File: src/hdl/smbus_config_pkg.sv
// constants, register map and state codes for the smbus configuration byte bank
package smbus_config_pkg;

    localparam logic [7:0] OFS_EDGE_RATE = 8'h03;
    localparam logic [7:0] OFS_RESERVED = 8'h04;
    localparam logic [7:0] OFS_REVISION_VENDOR = 8'h05;
    localparam logic [7:0] OFS_CATEGORY_DEVICE = 8'h06;
    localparam logic [7:0] OFS_READ_LENGTH = 8'h07;

    // byte 3 reserved bits read as their fixed pattern, bit 0 is live
    localparam logic [7:0] EDGE_RATE_FIXED = 8'hC2;
    localparam logic EDGE_SEL_RESET = 1'b1;
    localparam logic [7:0] RESERVED_READ = 8'hFF;
    localparam int READ_LENGTH_WIDTH = 5;
    localparam logic [4:0] READ_LENGTH_RESET = 5'h08;
    localparam logic [2:0] READ_LENGTH_PAD = 3'h0;
    localparam logic [7:0] UNMAPPED_READ = 8'h00;
    localparam logic [7:0] PTR_RESET = 8'h00;

    localparam logic [3:0] BITS_PER_BYTE = 4'h8;
    localparam logic [3:0] LAST_TX_BIT = 4'h7;
    localparam int SYNC_STAGES = 3;

    typedef enum logic [6:0] {
        ST_IDLE = 7'b000_0001,
        ST_ADDR = 7'b000_0010,
        ST_ADDR_ACK = 7'b000_0100,
        ST_RX = 7'b000_1000,
        ST_RX_ACK = 7'b001_0000,
        ST_TX = 7'b010_0000,
        ST_TX_ACK = 7'b100_0000
    } state_t;

    typedef enum logic [1:0] {
        RX_INDEX = 2'h0,
        RX_COUNT = 2'h1,
        RX_DATA = 2'h2
    } rx_phase_t;

endpackage

File: src/hdl/smbus_config_id_bytes.sv
// smbus slave giving access to configuration bytes 3 to 7 of the clock buffer
`timescale 1ns/1ns
module smbus_config_id_bytes
    import smbus_config_pkg::*;
#(
    parameter logic [3:0] SILICON_REVISION = 4'h3, // arbitrary value
    parameter logic [3:0] MAKER_CODE = 4'h9, // arbitrary value
    parameter logic [1:0] DEVICE_CATEGORY = 2'h2, // arbitrary value
    parameter logic [5:0] DEVICE_CODE = 6'h2A // arbitrary value
) (
    input wire logic clk_in,
    input wire logic rst_n_in,
    input wire logic [6:0] device_address_in,
    input wire logic scl_in,
    input wire logic sda_in,
    output logic sda_out,
    output logic sda_oe_out,
    output logic output4_edge_speed_select_out,
    output logic [4:0] read_length_out
);

    function automatic logic [7:0] read_byte(input logic [7:0] idx, input logic sel,
                                             input logic [4:0] len);
        logic [7:0] val;
        val = UNMAPPED_READ;
        unique case (idx)
            OFS_EDGE_RATE: val = EDGE_RATE_FIXED | {7'h00, sel};
            OFS_RESERVED: val = RESERVED_READ;
            OFS_REVISION_VENDOR: val = {SILICON_REVISION, MAKER_CODE};
            OFS_CATEGORY_DEVICE: val = {DEVICE_CATEGORY, DEVICE_CODE};
            OFS_READ_LENGTH: val = {READ_LENGTH_PAD, len};
            default: val = UNMAPPED_READ;
        endcase
        return val;
    endfunction

    // pin synchronisers; stage 1 feeds stage 2 only
    logic [SYNC_STAGES-1:0] scl_sync_reg;
    logic [SYNC_STAGES-1:0] sda_sync_reg;
    logic scl_f_reg;
    logic sda_f_reg;
    logic scl_f_next;
    logic sda_f_next;

    always_ff @(posedge clk_in or negedge rst_n_in) begin
        if (!rst_n_in) begin
            scl_sync_reg <= '1;
            sda_sync_reg <= '1;
            scl_f_reg <= 1'b1;
            sda_f_reg <= 1'b1;
        end else begin
            scl_sync_reg <= {scl_sync_reg[SYNC_STAGES-2:0], scl_in};
            sda_sync_reg <= {sda_sync_reg[SYNC_STAGES-2:0], sda_in};
            scl_f_reg <= scl_f_next;
            sda_f_reg <= sda_f_next;
        end
    end

    // a level counts only once stages two and three agree
    always_comb begin
        scl_f_next = (scl_sync_reg[1] == scl_sync_reg[2]) ? scl_sync_reg[2] : scl_f_reg;
        sda_f_next = (sda_sync_reg[1] == sda_sync_reg[2]) ? sda_sync_reg[2] : sda_f_reg;
    end

    logic scl_rise;
    logic scl_fall;
    logic bus_start;
    logic bus_stop;

    always_comb begin
        scl_rise = scl_f_next & ~scl_f_reg;
        scl_fall = ~scl_f_next & scl_f_reg;
        bus_start = scl_f_reg & scl_f_next & sda_f_reg & ~sda_f_next;
        bus_stop = scl_f_reg & scl_f_next & ~sda_f_reg & sda_f_next;
    end

    state_t state_reg;
    state_t state_next;
    logic [3:0] bit_cnt_reg;
    logic [3:0] bit_cnt_next;
    logic [7:0] shift_reg;
    logic [7:0] shift_next;
    logic [7:0] ptr_reg;
    logic [7:0] ptr_next;
    rx_phase_t phase_reg;
    rx_phase_t phase_next;
    logic read_mode_reg;
    logic read_mode_next;
    logic sda_oe_reg;
    logic sda_oe_next;
    logic edge_sel_reg;
    logic edge_sel_next;
    logic [4:0] len_reg;
    logic [4:0] len_next;

    always_comb begin
        logic [7:0] tx_byte;
        tx_byte = read_byte(ptr_reg, edge_sel_reg, len_reg);
        state_next = state_reg;
        bit_cnt_next = bit_cnt_reg;
        shift_next = shift_reg;
        ptr_next = ptr_reg;
        phase_next = phase_reg;
        read_mode_next = read_mode_reg;
        sda_oe_next = sda_oe_reg;
        edge_sel_next = edge_sel_reg;
        len_next = len_reg;
        if (bus_stop) begin
            state_next = ST_IDLE;
            sda_oe_next = 1'b0;
        end else if (bus_start) begin
            // repeated start keeps the index written before it
            state_next = ST_ADDR;
            bit_cnt_next = 4'h0;
            sda_oe_next = 1'b0;
        end else begin
            unique case (state_reg)
                ST_IDLE: begin
                    sda_oe_next = 1'b0;
                end
                ST_ADDR, ST_RX: begin
                    if (scl_rise && bit_cnt_reg != BITS_PER_BYTE) begin
                        shift_next = {shift_reg[6:0], sda_f_next};
                        bit_cnt_next = bit_cnt_reg + 4'h1;
                    end
                    if (scl_fall && bit_cnt_reg == BITS_PER_BYTE) begin
                        if (state_reg == ST_ADDR) begin
                            if (shift_reg[7:1] == device_address_in) begin
                                state_next = ST_ADDR_ACK;
                                sda_oe_next = 1'b1;
                                read_mode_next = shift_reg[0];
                                phase_next = RX_INDEX;
                            end else begin
                                state_next = ST_IDLE;
                            end
                        end else begin
                            state_next = ST_RX_ACK;
                            sda_oe_next = 1'b1;
                            unique case (phase_reg)
                                RX_INDEX: begin
                                    ptr_next = shift_reg;
                                    phase_next = RX_COUNT;
                                end
                                RX_COUNT: begin
                                    phase_next = RX_DATA;
                                end
                                RX_DATA: begin
                                    if (ptr_reg == OFS_EDGE_RATE) begin
                                        edge_sel_next = shift_reg[0];
                                    end
                                    if (ptr_reg == OFS_READ_LENGTH) begin
                                        len_next = shift_reg[READ_LENGTH_WIDTH-1:0];
                                    end
                                    ptr_next = ptr_reg + 8'h01;
                                end
                                default: phase_next = RX_DATA;
                            endcase
                        end
                    end
                end
                ST_ADDR_ACK: begin
                    if (scl_fall) begin
                        bit_cnt_next = 4'h0;
                        if (read_mode_reg) begin
                            // the length byte leads every block read
                            shift_next = {READ_LENGTH_PAD, len_reg};
                            // the top pad bit leads the length byte, so its first bit pulls low
                            sda_oe_next = ~READ_LENGTH_PAD[2];
                            state_next = ST_TX;
                        end else begin
                            sda_oe_next = 1'b0;
                            state_next = ST_RX;
                        end
                    end
                end
                ST_RX_ACK: begin
                    if (scl_fall) begin
                        sda_oe_next = 1'b0;
                        bit_cnt_next = 4'h0;
                        state_next = ST_RX;
                    end
                end
                ST_TX: begin
                    if (scl_fall) begin
                        if (bit_cnt_reg == LAST_TX_BIT) begin
                            sda_oe_next = 1'b0;
                            state_next = ST_TX_ACK;
                        end else begin
                            bit_cnt_next = bit_cnt_reg + 4'h1;
                            shift_next = {shift_reg[6:0], 1'b0};
                            sda_oe_next = ~shift_reg[6];
                        end
                    end
                end
                ST_TX_ACK: begin
                    if (scl_rise && sda_f_next) begin
                        state_next = ST_IDLE;
                    end else if (scl_fall) begin
                        shift_next = tx_byte;
                        ptr_next = ptr_reg + 8'h01;
                        sda_oe_next = ~tx_byte[7];
                        bit_cnt_next = 4'h0;
                        state_next = ST_TX;
                    end
                end
                default: begin
                    state_next = ST_IDLE;
                    sda_oe_next = 1'b0;
                end
            endcase
        end
    end

    always_ff @(posedge clk_in or negedge rst_n_in) begin
        if (!rst_n_in) begin
            state_reg <= ST_IDLE;
            bit_cnt_reg <= 4'h0;
            shift_reg <= 8'h00;
            ptr_reg <= PTR_RESET;
            phase_reg <= RX_INDEX;
            read_mode_reg <= 1'b0;
            sda_oe_reg <= 1'b0;
            edge_sel_reg <= EDGE_SEL_RESET;
            len_reg <= READ_LENGTH_RESET;
        end else begin
            state_reg <= state_next;
            bit_cnt_reg <= bit_cnt_next;
            shift_reg <= shift_next;
            ptr_reg <= ptr_next;
            phase_reg <= phase_next;
            read_mode_reg <= read_mode_next;
            sda_oe_reg <= sda_oe_next;
            edge_sel_reg <= edge_sel_next;
            len_reg <= len_next;
        end
    end

    // open drain: the pin value is always low, only the enable moves
    logic sda_low_reg;

    always_ff @(posedge clk_in or negedge rst_n_in) begin
        if (!rst_n_in) begin
            sda_low_reg <= 1'b0;
        end else begin
            sda_low_reg <= 1'b0;
        end
    end

    assign sda_out = sda_low_reg;
    assign sda_oe_out = sda_oe_reg;
    assign output4_edge_speed_select_out = edge_sel_reg;
    assign read_length_out = len_reg;

endmodule // smbus_config_id_bytes

File: config.mk
export PLATFORM = sky130hd
export DESIGN_NAME = smbus_config_id_bytes
export DESIGN_NICKNAME = d
export VERILOG_FILES = /design/src/hdl/smbus_config_pkg.sv /design/src/hdl/smbus_config_id_bytes.sv
export SDC_FILE = /design/constraint.sdc
export NUM_CORES = 1
export LEC_CHECK = 0
export ABC_AREA = 0
export BUFFER_PORTS_ARGS = -buffer_cell sky130_fd_sc_hd__buf_2
export CAP_MARGIN = 20
export CORE_UTILIZATION = 40
export CTS_BUF_LIST = sky130_fd_sc_hd__clkbuf_8
export CTS_CLUSTER_DIAMETER = 40
export CTS_CLUSTER_SIZE = 40
export DETAILED_ROUTE_END_ITERATION = 8
export PLACE_DENSITY = 0.58
export SLEW_MARGIN = 20
export SYNTH_ARGS = -nofsm -noshare
export SYNTH_HDL_FRONTEND = slang
export SYNTH_SLANG_ARGS = --single-unit
File: constraint.sdc
create_clock -name clk_in -period 4.5 [get_ports clk_in]
set_clock_uncertainty 0.05 [all_clocks]
set_input_delay 0 -clock clk_in [delete_from_list [all_inputs] [get_ports clk_in]]
set_output_delay 0 -clock clk_in [all_outputs]
set_load 0.01 [all_outputs]
### Yosys cells after proc, flatten, opt, wreduce, memory -nomap -nowiden

Index checks and enable logic that the tools add are counted.

* add/sub/neg operators: 2
* eq/ne operators: 45
* mux-type cells: 53
* bitwise operators: 16
* reduce and logical (&&, ||, !) cells: 18

Operators with widths (number)
* 8-bit two-way mux: 11
* 7-bit two-way mux: 10
* 7-bit one-hot mux with 6 select lines: 1
* 8-bit one-hot mux with 5 select lines: 1
* 8-bit by 3-bit == test with 1-bit output, second input constant: 4
* 4-bit != test, second input constant: 8
* 8-bit one-hot mux with 2 select lines: 2
* 8-bit one-hot mux with 4 select lines: 1
* 7-bit AND reduction: 4
* 4-bit two-way mux: 6
* 2-bit != test, second input constant: 10
* 6-bit AND reduction: 3
* 4-bit one-hot mux with 4 select lines: 1
* 3-bit != test, second input constant: 5
* 1-bit two-way mux: 14
* 5-bit != test, second input constant: 2
* 10-bit AND reduction: 1
* 1-bit NOT: 9
* 8-bit by 1-bit adder with 8-bit output, second input constant: 1
* 8-bit by 2-bit == test with 1-bit output, second input constant: 1
* 8-bit AND reduction: 1
* 1-bit AND: 7
* 7-bit by 1-bit == test with 1-bit output, second input constant: 1
* 7-bit by 2-bit == test with 1-bit output, second input constant: 1
* other kinds (24): 29

* register bits after elaboration: 45
* input port bits: 11
* output and inout port bits: 8
* word-level logic and storage cells: 147

### Depth between registers and ports, before layout

* depth in word-level cells: 9
* gate-level depth with buffers: 8
* gate-level depth less buffers: 7

### Least setup slack after synthesis

Ideal clock, no wire load.

* path kind: reg2reg
* start: register sda_f_reg
* end: register shift_reg[0]
* library setup time: 0.125 ns
* arrival: 2.074 ns
* path slack: 2.251 ns
* stages on the path, launching flop included: 6
* path buffers: 0
* period minus slack after synthesis: 2.249 ns
* cell sequence: dfstp_2 or3b_2 a21oi_2 nor2_1 o2111ai_4 mux2_2

* word-level cells in the longest chain between the ends: 5
* elaborated cells between the ends (all ways): 14
* classes of those cells: eq/ne: 1; mux: 3; bitwise: 8; reduce/logical: 2

RTL lines
* start, declared: line smbus_config_id_bytes.sv:41 `logic sda_f_reg;`
* start signal, assigned: line smbus_config_id_bytes.sv:55 `sda_f_reg <= sda_f_next;`
* 1-bit two-way mux / 1-bit NOT (equally long branches): line smbus_config_id_bytes.sv:62, smbus_config_id_bytes.sv:74
* 1-bit NOT / 1-bit AND (equally long branches): line smbus_config_id_bytes.sv:73, smbus_config_id_bytes.sv:74
* 1-bit AND (on tied branches): line smbus_config_id_bytes.sv:73, smbus_config_id_bytes.sv:74
* 1-bit NOT (no line)
* 10-bit AND reduction (no line)
* end signal, assigned: line smbus_config_id_bytes.sv:228 `shift_reg <= shift_next;`
* end, declared: line smbus_config_id_bytes.sv:81 `logic [7:0] shift_reg;`

Parallel ways exist; a longest one is shown, timed or not. The select of a mux whose other input is x is not followed.
A chain may end at the register's enable or synchronous reset.

### Final worst setup path

* start: register state_reg[5]
* end: register bit_cnt_reg[3]

* word-level cells in the longest chain between the ends: 4
* elaborated cells between the ends (all ways): 16
* classes of those cells: eq/ne: 10; mux: 2; reduce/logical: 4

RTL lines
* start, declared: line smbus_config_id_bytes.sv:77 `state_t state_reg;`
* start signal, assigned: line smbus_config_id_bytes.sv:226 `state_reg <= state_next;`
* 7-bit by 2-bit == test with 1-bit output (tied with other cells): line smbus_config_id_bytes.sv:117 `unique case (state_reg)`
* 2-bit OR reduction (on tied branches)
* 3-bit != test (no line) (tied with other cells)
* 6-bit AND reduction (no line) / 4-bit two-way mux (equally long branches)
* end signal, assigned: line smbus_config_id_bytes.sv:227 `bit_cnt_reg <= bit_cnt_next;`
* end, declared: line smbus_config_id_bytes.sv:79 `logic [3:0] bit_cnt_reg;`

Parallel ways exist; a longest one is shown, timed or not.

==> summary.md <==
| Metric | Value |
|---|---|
| I/O Buffers | 17 |
| Core Box Area | approximately 7400 sq um |
| Synth Cell Area | 3100 sq um |
| Worst VDD drop | 0.159 mV |
| Capture point of the critical path | bit_cnt_reg[3] |
| Diode count | 0 |
| Sink Count | 45 |
| Post-Synth Simple-Gate Area | approximately 25% |
| DRC | 0 |
| Outcome | complete, no violations |
| Fin. max-slew vios | 0 |
| Worst-path maximum fanout | 14 |
| CTS Buf Count | 5 |
| Most frequent cell after synthesis | dfrtp_1 |
| Netlist cell types | 71 |
| Die Y | 90.0 um |
| Drt wl/cell | 17.3 um |
| Final wirelength | about 7500 um |
| Pre-Repair DR Iteration Count | 4 |
| Largest cells by area after synthesis | dfrtp_1 27%, dfstp_2 9.3%, mux2_2 6.9% |
| XOR/XNOR Fraction of Synth Area | 3.39% |
| Chip width | about 90 um |
| Root Driver | clkbuf_8 |
| # Post-CTS Setup Buffers | 0 |
| Global-route wire length before repair | about 12000 um |
| Yosys warnings | 0 |
| Die ar. | 8100 sq um |
| Top-area cell type share of the netlist area | 27.5% |
| Mux cell area share after synthesis | 7.23% |
| Power Density | 295 nW/um^2 |
| Initial antenna violation count | 0 |
| FF-to-FF End | bit_cnt_reg[3] |
| Initial Util | 42.0% |
| CP arrival | ~3000 ps |
| Post-synth ARST share | 100% |
| Reg-to-reg slack, setup | 1730 ps |
| Leading area contributor after synthesis | dfrtp_1 |
| Critical path startpoint category | flip-flop |
| Least-Margin Pin Slew | 962 ps |
| Yosys reg bits | 45 |
| Power, Total | 0.982 mW |
| Min Tclk post-route | 2770 ps |
| Routed Antenna Nets | 0 |
| Area overhead of the layout relative to synthesis | 7.59% |
| Layout Nets | 347 |
| HP Class | in -> async |
| P_leak | 1.27 nW |
| Tcrit/Tclk final | 61.5% |
| GRT Resource Usage Total | 19.0% |
| Critical path type | reg -> reg |
| Syn Inst Count | ~320 |
| Hold Fails Final Rpt | 0 |
| Final Util | a little under half |
| Filler Cells Inserted | approximately 730 |
| Placed cell count | approximately 420 |
| Slew HR | 34.2% |
| Layout cells sized above 1 | 22.7% |
| Routability congestion estimate from global placement | 0.859 |
| Post-synth EDFFs | 0 |
| Adder-cell area share of the yosys netlist | 2.75% |
| Worst R2R Path Depth | 5 |
| FF-to-FF Start | state_reg[5] |
| Number of global-route vias before repair | 2273 |
| Synth top cells by count | 34 x dfrtp_1, 29 x nand2_1, 19 x mux2_2 |
| TNS Setup | 0 ps |
| Syn_nets | 338 |
| Drt first-iter violations | 173 |
| Post-synthesis compound-gate area fraction | around a fifth |
| DR vias/cell | between 6 and 7 |
| Worst endpoint required time | 4670 ps |
| CP Launch Point | state_reg[5] |
| Via count | 2586 |
| Reg area | 1140 sq um |
| Main synth FF type | dfrtp_1 |
| Mean post-synth cell area | 9.65 sq um |
| Row cnt | 31 |
| Worst-path clk slew | ~90 ps |
| Final Non-Filler Cells | 430 |
| H-tree depth | 2 |
| MaxCap Viol Count | 0 |
| Multi-input logic area | 1830 sq um |
| HPWL after DPL | 5490 um |
| CTS tree | yes |
| RSZ-0062 raised after global routing | no |
| Largest family of logic cells by synthesized area | simple AND/OR/NAND/NOR gates |
| Gr ovfl total | 0 |
| Final setup violation count | 0 |
| Setup crit end kind | flip-flop |
| # IOs | 19 |
| Fmax | 0.361 GHz |
| Clk_lat worst skew | roughly 310 ps |
| Largest net degree at the start of global routing | 46 |
| Post-synthesis sequential area ratio | between 30% and 40% |
| Clock Path Buffers | 2 |
## area by class of cell
type | count | share of cell area (%)
timing repair buffer | 20 | 3.53
tap | 99 | 3.72
clock inverter | 3 | 0.751
clock buffer | 5 | 2.06
multi-input combinational | 251 | 55.0
sequential | 45 | 34.2
inverter | 7 | 0.788
## repair_timing
action                                 4_1_cts  5_1_grt
hold buffers                                 3        0
resized for setup                            0        0
endpoints found under the hold margin       36        0
## stage by stage
step                cell area (sq um)  hold slack, ps  setup WS [ps]
floorplan                        3100            -346           2250
global placement                 3200            57.0           1780
detailed placement               3210            56.4           1760
CTS                              3330             257           1760
global route                     3330             237           1530
finish                           3330             175           1730
## critical path, stage by stage, from the launching register on
cell      delay [ps]
dfrtp_1          600
or2_0            720
o221ai_1         370
a211oi_1         580
nor4_2           130
a31oi_1          220
## metal layers
metal | GRT usage (%) | part of all wire [%] | vias up
met5 | 0 | 0 | -
met3 | 2.96 | 4.1 | 7
met4 | 5.78 | 0.99 | 0
li1 | - | - | 1236
met1 | 28.2 | 50 | 1286
met2 | 28.2 | 45 | 57
## worst min path at each step
| stage | start | end | slack [ps] |
|---|---|---|---|
| global route | rst_n_in | read_length_out[0] | 240 |
| detailed placement | scl_in | scl_sync_reg[0] | 60 |
| finish | rst_n_in | bit_cnt_reg[3] | 170 |
| global placement | scl_in | scl_sync_reg[0] | 60 |
| CTS | device_address_in[3] | phase_reg[1] | 260 |
| floorplan | rst_n_in | bit_cnt_reg[0] | -350 |
## power breakdown
part | leakage, nW | switching, mW | internal [mW]
clock network | 0.0447 | 0.158 | 0.112
registers | 0.572 | 0.0479 | 0.439
logic | 0.658 | 0.129 | 0.0958
## kinds of logic (layout without fill, tap and decap cells)
family                   count (synthesis)  after routing
AND/OR/NAND/NOR                        127            127
AO/OA/AOI/OAI                           84             84
flip-flops                              45             45
buffers and inverters                   25             35
multiplexers                            20             20
XOR/XNOR                                12             12
adder cells (fa/ha/maj)                  7              7
other                                    1              1
## layout by cell type, fill, tap and decap left out, drive strengths merged, types with 4 or more instances in the layout
| master | count |
|---|---|
| a21oi | 16 |
| nand2b | 7 |
| a22o | 4 |
| xor2 | 5 |
| o21ai | 21 |
| inv | 8 |
| nand3 | 16 |
| clkbuf | 5 |
| o41ai | 5 |
| ha | 6 |
| a211oi | 6 |
| nor3 | 8 |
| nand3b | 6 |
| dfrtp | 34 |
| nand4 | 5 |
| nor2 | 15 |
| nand2 | 29 |
| buf | 17 |
| xnor2 | 7 |
| or4 | 4 |
| dfstp | 11 |
| or3 | 5 |
| nor4 | 10 |
| mux2 | 19 |
| a22oi | 6 |
No activity file was read; power rests on OpenSTA's default activity.
